<file path="src/hdl/usb_host_cmd_consts.vh">
// constants for the command/status and event-flag register bank
// assumes a 20 MHz controller clock; included by bare name
`ifndef USB_HOST_CMD_CONSTS_VH
`define USB_HOST_CMD_CONSTS_VH

// ********************************************
// bus command codes
// ********************************************
`define CMD_RD_CMDSTAT 8'h02
`define CMD_WR_CMDSTAT 8'h82
`define CMD_RD_EVFLAG 8'h03
`define CMD_WR_EVFLAG 8'h83

// ********************************************
// field positions
// ********************************************
`define CS_HCR_BIT 0
`define CS_SOC_LSB 16
`define CS_SOC_MSB 17
`define EF_SO_BIT 0
`define EF_WIDTH 7
`define EF_VALID_MASK 7'h7d
`define EN_MIE_BIT 31

// ********************************************
// reset values
// ********************************************
`define CS_HCR_RESET 1'b0
`define CS_SOC_RESET 2'h0
`define EF_RESET 7'h00
`define FS_RESET 2'h0
`define FS_SUSPEND 2'h3

// ********************************************
// timing
// ********************************************
`define CLK_PERIOD_NS 50
`define SRST_MAX_NS 10000
// longest time, so round down
`define SRST_CYCLES ((`SRST_MAX_NS) / (`CLK_PERIOD_NS))

`endif

</file>
<file path="src/hdl/usb_host_command_event_regs.v">
// command/status and event-flag registers of the usb host controller
// assumes the command port and event inputs come from logic on clk
//
// Overview of operation
// - command/status writes set ones, zeros leave bits unchanged
// - command/status read with code 02h, written with 82h
// - every command/status bit reads back its current value
// - overrun when periodic list unfinished at end of frame
// - each overrun bumps the counter and sets the overrun flag
// - two-bit read-only counter in bits 17:16, from 00 wrapping after 11
// - counter advances even when the overrun flag is still set
// - soft reset enters suspended state, resets registers, refuses bus
// - controller clears the soft reset bit when reset finishes
// - soft reset finishes within 10 microseconds
// - soft reset leaves root hub and downstream ports untouched
// - each interrupt-capable event sets its event flag
// - interrupt when flag and its enable and master enable are set
// - writing one clears a flag, zero keeps it, writes never set
// - internal logic sets flags and clears them only during soft reset
// - event flags read with code 03h, written with 83h
// - overrun flag is bit 0 of the event flags
// - master enable bit 31; when zero no interrupt at all
`timescale 1ns/10ps
`default_nettype none
`include "usb_host_cmd_consts.vh"

module usb_host_command_event_regs (
    input wire clk,
    input wire rstn,
    input wire cmd_valid,
    input wire [7:0] cmd_code,
    input wire [31:0] wr_data,
    output wire cmd_ready,
    output wire [31:0] rd_data,
    output wire rd_valid,
    input wire eof_pulse,
    input wire periodic_done,
    input wire [6:0] event_in,
    input wire [31:0] event_enable_register,
    input wire fs_load,
    input wire [1:0] fs_value,
    output wire [1:0] functional_state_field,
    output wire soft_reset_active,
    output wire irq
);

    // ********************************************
    // control states
    // ********************************************
    localparam [1:0] ST_RUN = 2'b01;
    localparam [1:0] ST_SRST = 2'b10;

    reg [1:0] state_ff;
    reg [1:0] nxt_state;

    // ********************************************
    // register storage
    // ********************************************
    reg hcr_ff;
    reg nxt_hcr;
    reg [1:0] soc_ff;
    reg [1:0] nxt_soc;
    reg [1:0] fs_ff;
    reg [1:0] nxt_fs;
    reg [31:0] rd_data_ff;
    reg [31:0] nxt_rd_data;
    reg rd_valid_ff;
    reg nxt_rd_valid;
    reg irq_ff;
    reg nxt_irq;

    wire [6:0] flags;
    wire [6:0] flag_set;
    wire [6:0] flag_clr;
    wire [31:0] cmdstat_word;
    wire [31:0] evflag_word;

    // ********************************************
    // command decode
    // ********************************************
    wire srst_busy;
    wire srst_done;
    wire accept;
    wire wr_cs;
    wire wr_ef;
    wire rd_cs;
    wire rd_ef;
    wire srst_start;

    // refused while soft reset is in progress
    assign cmd_ready = (state_ff != ST_SRST);
    assign accept = cmd_valid && cmd_ready;

    assign wr_cs = accept && (cmd_code == `CMD_WR_CMDSTAT);
    assign rd_cs = accept && (cmd_code == `CMD_RD_CMDSTAT);
    assign wr_ef = accept && (cmd_code == `CMD_WR_EVFLAG);
    assign rd_ef = accept && (cmd_code == `CMD_RD_EVFLAG);

    // only a rising set of the reset bit starts a reset
    assign srst_start = wr_cs && wr_data[`CS_HCR_BIT] && !hcr_ff;

    // ********************************************
    // soft reset timer
    // ********************************************
    soft_reset_timer u_srst (
        .clk(clk),
        .rstn(rstn),
        .start(srst_start),
        .busy(srst_busy),
        .done(srst_done)
    );

    // only the operational registers here see this; the root hub
    // and port reset paths are driven from hardware reset alone
    assign soft_reset_active = srst_busy;

    // ********************************************
    // control state machine
    // ********************************************
    always @* begin
        nxt_state = state_ff;
        case (state_ff)
            ST_RUN: begin
                if (srst_start) begin
                    nxt_state = ST_SRST;
                end
            end
            ST_SRST: begin
                if (srst_done) begin
                    nxt_state = ST_RUN;
                end
            end
            default: begin
                nxt_state = ST_RUN;
            end
        endcase
    end

    // ********************************************
    // command/status register
    // ********************************************
    wire overrun;

    // periodic list still running when the frame ends
    assign overrun = eof_pulse && !periodic_done;

    always @* begin
        nxt_hcr = hcr_ff;
        nxt_soc = soc_ff;
        if (wr_cs && wr_data[`CS_HCR_BIT]) begin
            nxt_hcr = 1'b1;
        end
        if (srst_done) begin
            nxt_hcr = 1'b0;
        end
        if (overrun) begin
            // no check of the overrun flag here on purpose
            nxt_soc = soc_ff + 2'h1;
        end
        if (srst_busy) begin
            nxt_soc = `CS_SOC_RESET;
        end
    end

    // counter is never written by software
    assign cmdstat_word = {14'h0000, soc_ff, 15'h0000, hcr_ff};

    // ********************************************
    // functional state
    // ********************************************
    always @* begin
        nxt_fs = fs_ff;
        if (srst_start || srst_busy) begin
            nxt_fs = `FS_SUSPEND;
        end else if (fs_load) begin
            nxt_fs = fs_value;
        end
    end

    assign functional_state_field = fs_ff;

    // ********************************************
    // event flags
    // ********************************************
    // bit 1 and bit 7 up are reserved; the mask keeps bit 1 zero, the read word pads bits 7 up with zeros
    assign flag_set = {event_in[6:1], event_in[0] | overrun} & `EF_VALID_MASK;
    assign flag_clr = wr_ef ? wr_data[6:0] : 7'h00;

    event_flag_bits #(
        .W(`EF_WIDTH),
        .MASK(`EF_VALID_MASK)
    ) u_flags (
        .clk(clk),
        .rstn(rstn),
        .flush(srst_busy),
        .set(flag_set),
        .clr(flag_clr),
        .flags(flags)
    );

    assign evflag_word = {25'h0000000, flags};

    // ********************************************
    // interrupt request
    // ********************************************
    always @* begin
        nxt_irq = 1'b0;
        if (event_enable_register[`EN_MIE_BIT]) begin
            nxt_irq = |(flags & event_enable_register[6:0]);
        end
    end

    assign irq = irq_ff;

    // ********************************************
    // read path
    // ********************************************
    // unknown codes with bit 7 clear answer with zero so the host never hangs; codes with bit 7 set get no answer
    always @* begin
        nxt_rd_valid = accept && !cmd_code[7];
        nxt_rd_data = 32'h00000000;
        if (rd_cs) begin
            nxt_rd_data = cmdstat_word;
        end else if (rd_ef) begin
            nxt_rd_data = evflag_word;
        end
    end

    assign rd_data = rd_data_ff;
    assign rd_valid = rd_valid_ff;

    // ********************************************
    // flops
    // ********************************************
    always @(posedge clk or negedge rstn) begin
        if (!rstn) begin
            state_ff <= ST_RUN;
            hcr_ff <= `CS_HCR_RESET;
            soc_ff <= `CS_SOC_RESET;
            fs_ff <= `FS_RESET;
            rd_data_ff <= 32'h00000000;
            rd_valid_ff <= 1'b0;
            irq_ff <= 1'b0;
        end else begin
            state_ff <= nxt_state;
            hcr_ff <= nxt_hcr;
            soc_ff <= nxt_soc;
            fs_ff <= nxt_fs;
            rd_data_ff <= nxt_rd_data;
            rd_valid_ff <= nxt_rd_valid;
            irq_ff <= nxt_irq;
        end
    end

endmodule
`default_nettype wire

</file>
<file path="src/hdl/soft_reset_timer.v">
// counts out the controller soft reset window
// assumes start is a one-cycle pulse on clk
`timescale 1ns/10ps
`default_nettype none
`include "usb_host_cmd_consts.vh"

module soft_reset_timer (
    input wire clk,
    input wire rstn,
    input wire start,
    output wire busy,
    output wire done
);
    localparam integer SRST_N = `SRST_CYCLES;

    reg [7:0] cnt_ff;
    reg busy_ff;
    reg [7:0] nxt_cnt;
    reg nxt_busy;

    assign busy = busy_ff;
    assign done = busy_ff && ({24'h0, cnt_ff} == SRST_N - 1);

    always @* begin
        nxt_cnt = cnt_ff;
        nxt_busy = busy_ff;
        if (done) begin
            nxt_busy = 1'b0;
            nxt_cnt = 8'h00;
        end else if (busy_ff) begin
            nxt_cnt = cnt_ff + 8'h01;
        end else if (start) begin
            nxt_busy = 1'b1;
            nxt_cnt = 8'h00;
        end
    end

    always @(posedge clk or negedge rstn) begin
        if (!rstn) begin
            cnt_ff <= 8'h00;
            busy_ff <= 1'b0;
        end else begin
            cnt_ff <= nxt_cnt;
            busy_ff <= nxt_busy;
        end
    end
endmodule
`default_nettype wire

</file>
<file path="src/hdl/event_flag_bits.v">
// sticky event flags: hardware sets, software clears with ones
// assumes set and clear come from logic on clk
`timescale 1ns/10ps
`default_nettype none

module event_flag_bits #(
    parameter W = 7,
    parameter [W-1:0] MASK = {W{1'b1}}
) (
    input wire clk,
    input wire rstn,
    input wire flush,
    input wire [W-1:0] set,
    input wire [W-1:0] clr,
    output wire [W-1:0] flags
);
    reg [W-1:0] flags_ff;
    reg [W-1:0] nxt_flags;

    assign flags = flags_ff;

    // set wins over a clear in the same cycle
    always @* begin
        nxt_flags = ((flags_ff & ~clr) | set) & MASK;
        if (flush) begin
            nxt_flags = {W{1'b0}};
        end
    end

    always @(posedge clk or negedge rstn) begin
        if (!rstn) begin
            flags_ff <= {W{1'b0}};
        end else begin
            flags_ff <= nxt_flags;
        end
    end
endmodule
`default_nettype wire

</file>
<file path="config.mk">
export PLATFORM = sky130hd
export DESIGN_NAME = usb_host_command_event_regs
export DESIGN_NICKNAME = d
export VERILOG_FILES = /design/src/hdl/usb_host_command_event_regs.v /design/src/hdl/soft_reset_timer.v /design/src/hdl/event_flag_bits.v
export VERILOG_INCLUDE_DIRS = /design/src /design/src/hdl
export SDC_FILE = /design/constraint.sdc
export NUM_CORES = 1
export LEC_CHECK = 0
export BUFFER_PORTS_ARGS = -buffer_cell sky130_fd_sc_hd__buf_2
export CORE_UTILIZATION = 35
export DETAILED_ROUTE_END_ITERATION = 12
export PLACE_DENSITY = 0.75
export SLEW_MARGIN = 30
export SYNTH_ARGS = -nofsm -noshare
export SYNTH_HDL_FRONTEND = slang
export SYNTH_SLANG_ARGS = --single-unit
</file>
<file path="constraint.sdc">
create_clock -name clk -period 1.66 [get_ports clk]
set_input_delay 0.332 -clock clk [delete_from_list [all_inputs] [get_ports clk]]
set_output_delay 0.332 -clock clk [all_outputs]
set_load 0.005 [all_outputs]
</file>
[After elaboration in Yosys (flattened, before gate mapping)]
Cells that the tools add are included.
Storage, ports and cells
  bits in registers: 57
  bits of input ports: 87
  word-level logic and storage cells: 67
  output and inout bits: 38
Operators by class
  bitwise operators: 5
  reductions and logical operators: 20
  equal/unequal tests: 10
  $add $sub $neg: 2
  multiplexer cells: 20
Operator list (count)
  8-bit == test (second input constant): 3
  8-bit 2-to-1 mux: 3
  7-bit 2-to-1 mux: 3
  18-bit 2-to-1 mux: 1
  8-bit by 2-bit == test with 1-bit output (second input constant): 2
  7-bit bitwise AND: 2
  2-bit 2-to-1 mux: 6
  1-bit logical AND: 10
  8-bit by 1-bit adder with 8-bit output (second input constant): 1
  7-bit inverter: 1
  7-bit OR: 1
  7-bit OR reduction: 1
  1-bit 2-to-1 mux: 6
  2-bit != test (second input constant): 3
  2-bit nonzero test: 3
  2-bit case mux with 2 select lines: 1
  1-bit zero test: 3
  3-bit nonzero test: 1
  2-bit by 1-bit adder with 2-bit output (second input constant): 1
  2-bit by 1-bit == test with 1-bit output (second input constant): 1
  2-bit == test (second input constant): 1
  2-bit AND reduction: 1
  1-bit logical OR: 1
  1-bit OR: 1

[Logic depth before layout (Yosys ltp)]
Gate-level depths: netlist of the first run.
  word-level depth: 8
  mapped depth: 6

[Hierarchy]
A second synthesis of the first run with hierarchy kept.
Second synthesis, totals
  cell total of the unflattened synthesis: 171
  area, all modules: 1789.2 um^2
Modules (own cells, without submodules)
  usb_host_command_event_regs: cells each 96, sequential area each 451.7 um^2, area each 1002.2 um^2, times used 1
  soft_reset_timer: cells each 49, sequential area each 225.2 um^2, area each 490.5 um^2, times used 1
  event_flag_bits: cells each 26, sequential area each 150.1 um^2, area each 296.5 um^2, times used 1

[Worst setup path after synthesis of the first run]
No wires, ideal clock.
  path kind: reg-to-reg
  start: register state_ff[0]
  end: register u_srst.cnt_ff[0]
  path buffers: 1
  cell stages (with the launch flop): 7
  data arrival time: 1.520 ns
  library setup time: 0.125 ns
  clock period less this slack: 1.645 ns
  setup slack: 0.015 ns
  cells stage by stage: dfstp_2 > nor2b_1 > inv_2 > nand4_2 > o41a_1 > buf_6 > mux2_2
Between the ends
  word-level cells in the longest chain between the ends: 6
RTL lines
  start, declared: RTL line usb_host_command_event_regs.v:53  | reg [1:0] state_ff;
  start signal, assigned: RTL line usb_host_command_event_regs.v:245  | state_ff <= nxt_state;
  2-bit != test: RTL line usb_host_command_event_regs.v:91  | assign cmd_ready = (state_ff != ST_SRST);
  named net cmd_ready: RTL line usb_host_command_event_regs.v:33  | output wire cmd_ready,
  1-bit logical AND: RTL line usb_host_command_event_regs.v:92  | assign accept = cmd_valid && cmd_ready;
  1-bit logical AND: RTL line usb_host_command_event_regs.v:94  | assign wr_cs = accept && (cmd_code == `CMD_WR_CMDSTAT);
  1-bit logical AND (2 in a row): RTL line usb_host_command_event_regs.v:100  | assign srst_start = wr_cs && wr_data[`CS_HCR_BIT] && !hcr_ff;
  3-bit nonzero test (no line)
  end signal, assigned: RTL line soft_reset_timer.v:43  | cnt_ff <= nxt_cnt;
  end, declared: RTL line soft_reset_timer.v:16  | reg [7:0] cnt_ff;
The timed path passes the listed nets, and every way through them passes these cells.
A chain may end at the register's enable or synchronous reset.

[Worst setup path in the final report of the first run]
  start: register state_ff[0]
  end: register u_srst.cnt_ff[0]
Between the ends
  word-level cells in the longest chain between the ends: 6
RTL lines (RTL line)
  2-bit != test: usb_host_command_event_regs.v:91
  1-bit logical AND: usb_host_command_event_regs.v:92
  1-bit logical AND: usb_host_command_event_regs.v:94
  1-bit logical AND (2 in a row): usb_host_command_event_regs.v:100
  3-bit nonzero test (no line)
Every way passes these cells.

==> results of run 1 <==
through the flow:
step                setup WS [ps]  instance area, um^2  hold WS [ps]
floorplan                    15.2                 1690          36.4
global placement            -70.3                 1870           416
detailed placement          -86.7                 1870           419
CTS                          13.8                 1980           112
global route                 14.7                 1990           144
finish                       58.8                 1990          89.1
repair_timing:
item	CTS	global route
hold endpoints to repair	0	0
hold buffers	0	0
resized for setup	2	2
cloned	1	0
setup endpoints to repair	2	11
setup buffers	1	0
pin swaps	3	2
routing by layer:
layer	part of all wire (%)	routed length, um	vias up	track usage (%)
met5	0	0	-	0
met4	1.3	42	0	4.67
met3	8.5	280	5	4.80
met2	47	1540	67	23.1
met1	43	1420	607	17.4
li1	-	-	615	-
state kept, by name, summed over array words and instances (netlist names):
register	flops
rd_data	8
u_srst.cnt_ff	8
u_flags.flags	6
functional_state_field	2
soc_ff	2
state_ff	2
hcr_ff	1
irq	1
rd_valid	1
u_srst.busy	1
synthesized netlist by cell type, types with 3 or more instances:
cell / number
buf_4: 24
xor2_1: 4
nor2_1: 16
a22o_1: 5
dfrtp_1: 31
and2_1: 7
a22oi_1: 3
inv_1: 8
a311oi_1: 5
nand3_1: 4
nand2_1: 8
area by class of cell:
cell class | instances | area (um^2) | area share (%)
clock buffer | 7 | 76.3 | 3.84
tap | 52 | 65.1 | 3.28
clock inverter | 1 | 5.00 | 0.252
sequential | 32 | 802 | 40.4
multi-input combinational | 110 | 681 | 34.3
timing repair buffer | 59 | 323 | 16.3
inverter | 9 | 33.8 | 1.70
where the power goes:
part	leakage [nW]	internal (mW)	switching, mW	total (mW)
clock	0.0422	0.293	0.261	0.554
combinational	0.581	0.0406	0.0585	0.0992
sequential	0.412	0.783	0.00223	0.785
critical path: stages, from the launching register on:
cell and delay [ps]:
dfstp_2 540, nor2b_2 50, inv_2 70, nand4_4 90
o41a_1 440, mux2_4 290
final timing paths:
check,start,to,slack (ps),cells after the start
min in group clk,wr_data[3],u_flags.flags[3]$_DFF_PN0_,240,2
setup reg to reg,state_ff[0]$_DFFE_PN1P_,u_srst.cnt_ff[0]$_DFFE_PN0P_,60,5
max in group asynchronous,rstn,irq$_DFF_PN0_,1120,1
hold / removal,rstn,functional_state_field[1]$_DFFE_PN0P_,90,1
setup / recovery,state_ff[0]$_DFFE_PN1P_,u_srst.cnt_ff[0]$_DFFE_PN0P_,60,5
hold reg to reg,functional_state_field[0]$_DFFE_PN0P_,functional_state_field[0]$_DFFE_PN0P_,500,2
kinds of logic after synthesis:
| kind of cell | after synthesis | share of synthesized area, % |
|---|---|---|
| AO/OA/AOI/OAI | 27 | 13.3 |
| other | 1 | 0.234 |
| flip-flops | 32 | 50.1 |
| AND/OR/NAND/NOR | 49 | 16.3 |
| XOR/XNOR | 5 | 2.74 |
| multiplexers | 3 | 1.95 |
| buffers and inverters | 36 | 14.5 |
| adder cells (fa/ha/maj) | 1 | 0.782 |
==> metrics.md, run 1 <==
| Metric | Value |
|---|---|
| Status | `finished clean` |
| Unrepaired setup endpoints after global routing | `false` |
| Clock sink count | `32` |
| Final setup fails | `0` |
| Netlist cell types | `42` |
| Cell Area, Synth | `1600 um^2` |
| Rel. slew slack | `54.3%` |
| Layout cell share with drive strength beyond 1 | `33.5%` |
| Clock Latency Late Sink | `280 ps` |
| DP Wirelength | `2.33 mm` |
| Vias in the first global route | `1183` |
| Max-Cap Viols | `0` |
| # IOs | `125` |
| Non-filler cells, final | `270` |
| CP startpoint kind | `flip-flop` |
| Antenna violations before repair | `0` |
| Most common cell after layout, fill and taps aside | `buf_2` |
| Placer Congestion | `0.755` |
| Sum of negative setup slack | `0 ps` |
| Longest Clk Path Bufs | `2` |
| Sequential area share after synthesis | `50.1%` |
| Drt drc | `0` |
| DR iter-0 viols | `65` |
| Hold violation total from the final report | `0` |
| Final core occ | `45.3%` |
| Pin count of the biggest net entering global routing | `33` |
| Clock slew at reported path FFs | `70 ps` |
| Overall routing resource usage | `14.1%` |
| Antenna cells | `0` |
| Final Power | `1.44 mW` |
| TritonCTS buffer count | `5` |
| Yosys warns | `0` |
| Die area | `4850 um^2` |
| Worst slew pin tran | `686 ps` |
| Class of the worst hold path | `input pin to asynchronous set/reset pin` |
| Vias post-DR | `1294` |
| Slew Limit Fails | `0` |
| Lkg Pwr | `1.04 nW` |
| Most area-consuming cells after synthesis | `dfrtp_1 (48%), buf_4 (11%), nor2_1 (3.8%)` |
| First-pass GRT wire length | `5.29 mm` |
| Initial Utilization | `36.5%` |
| Post-synth ARST share | `100%` |
| Vias per std cell | `4.79` |
| Cell Pwr Density | `724 nW/um^2` |
| Post-placement cell count | `260` |
| Chip width | `69.6 um` |
| Post-synth EDFFs | `0` |
| Crit Path Max Fanout | `5` |
| Top cell type's share of synthesized area | `48.5%` |
| Clk root buf | `clkbuf_8` |
| Setup CP Type | `flip-flop to flip-flop` |
| Core Area | `4380 um^2` |
| 1st-pass router iterations | `4` |
| Worst Path Required | `1820 ps` |
| WL final | `3.29 mm` |
| Clock skew | `9.25 ps` |
| FMAX | `0.625 GHz` |
| Most used DFF post-synth | `dfrtp_1` |
| CP Capture Type | `flip-flop` |
| Overflow after GRT | `0` |
| Htree depth | `2` |
| VDD IR-drop max | `0.358 mV` |
| IO buf count | `48` |
| Final net count | `305` |
| Num rows | `24` |
| Most frequent cells in the layout | `buf_2 (48), dfrtp_1 (31), conb_1 (24)` |
| Layout fillers | `425` |
| Routed Antenna Nets | `0` |
| CTS tree | `built` |
| Post-synth top area cell | `dfrtp_1` |
| Minimum clock period | `1600 ps` |
| Post-Synthesis Cells | `154` |
| Worst EP arrival | `1760 ps` |
| Area Growth Syn to Fin | `24.1%` |
| Routed WL per cell | `12.2 um` |
| Die extent in y | `69.6 um` |
| Crit share post-route | `96.5%` |
| Mean post-synth cell area | `10.4 um^2` |
| FF+latch count, synth | `32` |
(Power assumes the default switching activity.)
==> run 2: changes to the inputs <==
--- a/config.mk
+++ b/config.mk
@@ -12,2 +12,3 @@
 export PLACE_DENSITY = 0.75
+export RECOVER_POWER = 50
 export SLEW_MARGIN = 30
--- a/constraint.sdc
+++ b/constraint.sdc
@@ -3,2 +3,2 @@
 set_output_delay 0.332 -clock clk [all_outputs]
-set_load 0.005 [all_outputs]
+set_load 0.05 [all_outputs]
==> run 2 against run 1 <==
- combinational power increased by 120%
- critical endpoint is now cmd_ready
- hold slack improved by 140 ps
- sequential power about the same
- fmax decreased by 0.52%
- highest routed layer unchanged
- power increased by 27%
- utilization increased by 2.3 points
- global-route usage increased by 0.39 points
- critical path type is now flip-flop to output port
==> metrics.md, run 2 (synthesis gave the netlist of run 1 again) <==
| Metric | Value |
|---|---|
| Lkg Pwr | `1.07 nW` |
| Clock Latency Late Sink | `290 ps` |
| Htree depth | `2` |
| Cell Pwr Density | `875 nW/um^2` |
| Vias per std cell | `4.81` |
| Core Area | `4380 um^2` |
| Die area | `4850 um^2` |
| Critical path depth in cells | `4` |
| FMAX | `0.621 GHz` |
| Final worst slack | `50.4 ps` |
| Clock skew | `4.90 ps` |
| Routed Antenna Nets | `0` |
| Num rows | `24` |
| Cell Chain, Critical Path | `nor2b_4 > inv_6 > buf_4 > clkbuf_4` |
| Die extent in y | `69.6 um` |
| Most common cell after layout, fill and taps aside | `buf_2` |
| Status | `finished clean` |
| Crit Path Max Fanout | `3` |
| Met1 Track Usage GR | `14.5%` |
| Area Growth Syn to Fin | `30.3%` |
| Pre-CTS setup slack | `-240 ps` |
| # IOs | `125` |
| Worst EP arrival | `1280 ps` |
| Met2 Use GR | `25.9%` |
| Met3 Track Usage GR | `6.10%` |
| Final core occ | `47.5%` |
| Rel. slew slack | `30.6%` |
| Grt peak-use layer | `met2` |
| CTS tree | `built` |
| Top delay family on crit path | `flip-flops` |
| Placer Congestion | `0.864` |
| Hold_sp | `wr_data[4]` |
| Clock power frac | `45.2%` |
| Overall routing resource usage | `14.5%` |
| Hold violation total from the final report | `0` |
| Worst slew pin tran | `1040 ps` |
| Final net count | `310` |
| Final Power | `1.82 mW` |
| Max-Cap Viols | `0` |
| Unrepaired setup endpoints after global routing | `false` |
| Longest Clk Path Bufs | `2` |
| Non-filler cells, final | `275` |
| Reg-to-Reg Start | `state_ff[0]$_DFFE_PN1P_` |
| Setup CP Type | `flip-flop to output port` |
| IO buf count | `48` |
| Buffers & Inverters on Critical Path | `3` |
| Area of the multi-input gates | `683 um^2` |
| Layout cell share with drive strength beyond 1 | `32.7%` |
| Worst Path Required | `1330 ps` |
| Crit share post-route | `97.0%` |
| Layout fillers | `415` |
| Chip width | `69.6 um` |
| Slew Limit Fails | `0` |
| Pin count of the biggest net entering global routing | `19` |
| CP Capture Type | `output port` |
| VDD IR-drop max | `0.306 mV` |
| CP max-delay cell | `dfstp_2` |
| 1st-pass router iterations | `5` |
| Crit path launch | `state_ff[0]$_DFFE_PN1P_` |
| Seq pwr share | `43.0%` |
| Routed WL per cell | `12.2 um` |
| First-pass GRT wire length | `5.44 mm` |
| Clock sink count | `32` |
| Clock slew at reported path FFs | `70 ps` |
| Slowest stage delay, CP | `560 ps` |
| Register Area | `802 um^2` |
| Overflow after GRT | `0` |
| Drt drc | `0` |
| Sw Share | `25.5%` |
| Cells on Worst Hold Path | `2` |
| Sum of negative setup slack | `0 ps` |
| Internal | `1.36 mW` |
| Post-placement cell count | `265` |
| Antenna violations before repair | `0` |
| R2r worst-path depth | `5` |
| Comb pwr share | `11.9%` |
| DR iter-0 viols | `82` |
| Class of the worst hold path | `input pin to flip-flop` |
| CP startpoint kind | `flip-flop` |
| Antenna cells | `0` |
| Minimum clock period | `1610 ps` |
| Psw | `466 uW` |
| TritonCTS buffer count | `5` |
| Initial Utilization | `36.5%` |
| Final setup fails | `0` |
| Vias post-DR | `1322` |
| DP Wirelength | `2.39 mm` |
| Vias in the first global route | `1253` |
| Clk root buf | `clkbuf_8` |
| Most frequent cells in the layout | `buf_2 (43), dfrtp_1 (31), conb_1 (24)` |
| WL final | `3.34 mm` |
==> run 2: cell count changes in the layout (fill, tap and decap cells not counted), moves of 2 or more <==
cell and delta:
buf_2 -5, clkbuf_8 +2, buf_4 +2, clkbuf_1 +3
==> run 2: path summary, 6_finish.rpt <==
check / to / slack, ps
min in group asynchronous: state_ff[1]$_DFFE_PN0P_ / 750
min: u_flags.flags[4]$_DFF_PN0_ / 230
min reg2reg: functional_state_field[0]$_DFFE_PN0P_ / 510
max in group asynchronous: functional_state_field[1]$_DFFE_PN0P_ / 290
max reg2reg: u_srst.cnt_ff[3]$_DFFE_PN0P_ / 60
max: cmd_ready / 50
==> run 2: area by class of cell <==
| cell class | count | share of cell area, % |
|---|---|---|
| clock buffers | 7 | 4.62 |
| clock inverters | 1 | 1.44 |
| inverters | 9 | 1.86 |
| multi-input cells | 110 | 32.8 |
| flip-flops and latches | 32 | 38.5 |
| well taps | 52 | 3.12 |
| repair buffers | 64 | 17.7 |
==> run 2: power by group through the flow <==
stage                     sequential, mW  combinational [mW]  clock (mW)
after global placement             0.798               0.213           0
after CTS                          0.784               0.218       0.837
final                              0.784               0.217       0.824
after detailed placement           0.798               0.215           0
after global routing               0.784               0.231       0.875
after floorplan                    0.803               0.182           0
==> run 2: per-stage QoR <==
step / instance area [um^2] / hold slack, ps
5_1_grt: 2080 / 222
4_1_cts: 2090 / 220
3_5_place_dp: 1940 / 292
2_1_floorplan: 1710 / 36.4
6_report: 2080 / 228
3_3_place_gp: 1940 / 294
==> run 2: routing by layer <==
metal | wire length (um) | vias up
li1 | - | 625
met1 | 1220 | 631
met2 | 1810 | 58
met3 | 251 | 8
met4 | 61 | 0
met5 | 0 | -
==> run 2: what timing repair did <==
| item | in CTS | in global routing |
|---|---|---|
| endpoints found under the hold margin | 16 | 0 |
| gates cloned | 1 | 0 |
| gates resized for setup | 0 | 1 |
| setup endpoints to repair | 6 | 1 |
| pin swaps | 1 | 0 |
| setup buffers | 0 | 0 |
| hold buffers | 1 | 0 |
==> run 3: changes to the inputs <==
--- a/config.mk
+++ b/config.mk
@@ -8,6 +8,6 @@
 export LEC_CHECK = 0
+export ABC_AREA = 1
 export BUFFER_PORTS_ARGS = -buffer_cell sky130_fd_sc_hd__buf_2
-export CORE_UTILIZATION = 35
+export CORE_UTILIZATION = 29
 export DETAILED_ROUTE_END_ITERATION = 12
-export PLACE_DENSITY = 0.75
 export RECOVER_POWER = 50
==> constraint.sdc (replaced) <==
create_clock -name clk -period 1.66 [get_ports clk]
set_input_delay 0 -clock clk [delete_from_list [all_inputs] [get_ports clk]]
set_output_delay 0 -clock clk [all_outputs]
set_load 0.05 [all_outputs]
==> run 3 against run 2 <==
- the run now ends with DRC left
- sequential share of layout area shrank 2.2 points
- clock-buffer cell count is the same
- via count up 12%
- area after synthesis rose by 10%
- clock power decreased by 24%
- clock skew shrank 3.6 ps
- largest power group is now sequential cells
==> metrics.md, run 3 <==
| Metric | Value |
|---|---|
| Critical path depth in cells | `6` |
| Die area | `6400 um^2` |
| Clock power frac | `38.3%` |
| Cell Pwr Density | `737 nW/um^2` |
| Sum of negative setup slack | `0 ps` |
| WL final | `3.53 mm` |
| Longest Clk Path Bufs | `2` |
| Hold violation total from the final report | `0` |
| Lkg Pwr | `1.10 nW` |
| Placer Congestion | `0.805` |
| Failing checks | `DRC` |
| Reg-to-Reg Start | `state_ff[0]$_DFFE_PN1P_` |
| Worst Path Required | `1850 ps` |
| Most common cell after layout, fill and taps aside | `nand2_1` |
| Die extent in y | `80.0 um` |
| First-pass GRT wire length | `5.82 mm` |
| Minimum clock period | `1370 ps` |
| Worst slew pin tran | `773 ps` |
| Antenna cells | `0` |
| R2R Setup Slk | `290 ps` |
| Routed Antenna Nets | `0` |
| VDD IR-drop max | `0.417 mV` |
| Pre-CTS setup slack | `322 ps` |
| Vias per std cell | `4.15` |
| Buffers & Inverters on Critical Path | `2` |
| Post-Synthesis Cells | `216` |
| Cell Area, Synth | `1770 um^2` |
| R2r worst-path depth | `6` |
| Status | `finished, violations left` |
| Routed WL per cell | `9.88 um` |
| Top delay family on crit path | `flip-flops` |
| Most area-consuming cells after synthesis | `dfrtp_1 (44%), buf_4 (10%), nand2_1 (8.7%)` |
| Slew Limit Fails | `0` |
| Overflow after GRT | `0` |
| Chip width | `80.0 um` |
| Seq pwr share | `47.8%` |
| Overall routing resource usage | `12.1%` |
| Cells on Worst Hold Path | `3` |
| Class of the worst hold path | `input pin to flip-flop` |
| Crit Path Max Fanout | `8` |
| Post-synth ARST share | `100%` |
| Internal | `1.21 mW` |
| Pin count of the biggest net entering global routing | `33` |
| Vias post-DR | `1480` |
| Netlist cell types | `26` |
| Mean post-synth cell area | `8.17 um^2` |
| TritonCTS buffer count | `5` |
| Antenna violations before repair | `0` |
| Yosys warns | `0` |
| DP Wirelength | `2.56 mm` |
| Crit share post-route | `82.3%` |
| FF+latch count, synth | `32` |
| 1st-pass router iterations | `8` |
| Num rows | `28` |
| Most frequent cells in the layout | `nand2_1 (42), buf_2 (36), dfrtp_1 (31)` |
| Sw Share | `26.0%` |
| Final setup fails | `0` |
| Clock Latency Late Sink | `270 ps` |
| Hold_buf cts | `13` |
| Reg2reg end | `rd_data[0]$_DFF_PN0_` |
| Setup CP Type | `flip-flop to flip-flop` |
| Slowest stage delay, CP | `520 ps` |
| Cell Chain, Critical Path | `inv_2 > nand2_1 > nand2_1 > inv_2 > nand4_2 > o22ai_1` |
| IO buf count | `48` |
| CTS tree | `built` |
| Psw | `425 uW` |
| Most used DFF post-synth | `dfrtp_1` |
| DR iter-0 viols | `70` |
| CP Capture Type | `flip-flop` |
| Post-synth top area cell | `dfrtp_1` |
| Clock sink count | `32` |
| FMAX | `0.732 GHz` |
| Drt drc | `1` |
| WHS Endpoint | `rd_valid$_DFF_PN0_` |
| Sequential area share after synthesis | `45.4%` |
| Comb pwr share | `13.8%` |
| Unrepaired setup endpoints after global routing | `false` |
| CP startpoint kind | `flip-flop` |
| Initial Utilization | `30.0%` |
| CP max-delay cell | `dfstp_2` |
| # IOs | `125` |
| Top cell type's share of synthesized area | `43.9%` |
| Area Growth Syn to Fin | `25.4%` |
| Hold_sp | `cmd_valid` |
| Worst EP arrival | `1560 ps` |
| Rel. slew slack | `48.5%` |
| Max-Cap Viols | `0` |
| Commonest cells in the netlist | `nand2_1 (41), dfrtp_1 (31), inv_1 (26), nand3_1 (25), buf_4 (24)` |
| Core Area | `5890 um^2` |
| Layout cell share with drive strength beyond 1 | `24.5%` |
| Post-CTS setup buffers | `0` |
| Final net count | `370` |
| Htree depth | `2` |
| Count leader, synth | `nand2_1` |
| Vias in the first global route | `1355` |
| Final worst slack | `294 ps` |
| Resized cells post-CTS | `0` |
| Clock skew | `1.35 ps` |
| Hold Slack | `18.2 ps` |
| Post-synth EDFFs | `0` |
| Clk root buf | `clkbuf_8` |
| Clock slew at reported path FFs | `60 ps` |
-- run 3: kinds of logic after synthesis --
group,share of synthesized area [%]
adder cells (fa/ha/maj),0.709
AO/OA/AOI/OAI,5.46
other,0.212
flip-flops,45.4
buffers and inverters,18.0
AND/OR/NAND/NOR,29.1
multiplexers,1.13
-- run 3: per-stage QoR --
stage | util (%) | area, um^2 | power (mW) | cells
after CTS | 37.9 | 2230 | 1.65 | 357
after floorplan | - | 1850 | 0.978 | 239
after global placement | 34.0 | 2000 | 0.996 | 337
after global routing | 37.6 | 2210 | 1.71 | 357
after detailed placement | 34.0 | 2000 | 0.997 | 337
final | 37.6 | 2210 | 1.63 | 357
-- run 3: worst min-delay path, stage by stage --
cell     delay [ps]
buf_2           110
nand2_1         100
nor2_1           50
-- run 3: how the worst max path moves through the flow --
stage / to / startpoint
5_1_grt: rd_data[0]$_DFF_PN0_ / state_ff[0]$_DFFE_PN1P_
3_5_place_dp: rd_data[0]$_DFF_PN0_ / state_ff[0]$_DFFE_PN1P_
4_1_cts: rd_data[0]$_DFF_PN0_ / state_ff[0]$_DFFE_PN1P_
3_3_place_gp: rd_data[0]$_DFF_PN0_ / state_ff[0]$_DFFE_PN1P_
6_report: rd_data[0]$_DFF_PN0_ / state_ff[0]$_DFFE_PN1P_
2_1_floorplan: u_srst.cnt_ff[2]$_DFFE_PN0P_ / state_ff[0]$_DFFE_PN1P_
-- run 3: layer usage --
metal | routed length, um | part of all wire [%] | track usage [%] | vias up
met5 | 0 | 0 | 0 | -
met4 | 55 | 1.6 | 4.82 | 0
met1 | 1570 | 45 | 12.7 | 667
met3 | 228 | 6.5 | 4.11 | 5
li1 | - | - | - | 759
met2 | 1670 | 47 | 21.9 | 49
-- run 3: power groups by stage --
| stage | clock network, mW | registers, mW | logic, mW |
|---|---|---|---|
| after detailed placement | 0 | 0.794 | 0.202 |
| after global routing | 0.685 | 0.779 | 0.243 |
| after floorplan | 0 | 0.795 | 0.184 |
| final | 0.625 | 0.780 | 0.226 |
| after global placement | 0 | 0.794 | 0.202 |
| after CTS | 0.649 | 0.780 | 0.226 |
-- run 3: cell type report --
class                           instances  area (um^2)
Multi-Input combinational cell        147          729
Sequential cell                        32          802
Clock buffer                            7         96.3
Timing Repair Buffer                   62          364
Fill cell                             624         3670
Inverter                               34          128
Tap cell                               75         93.8
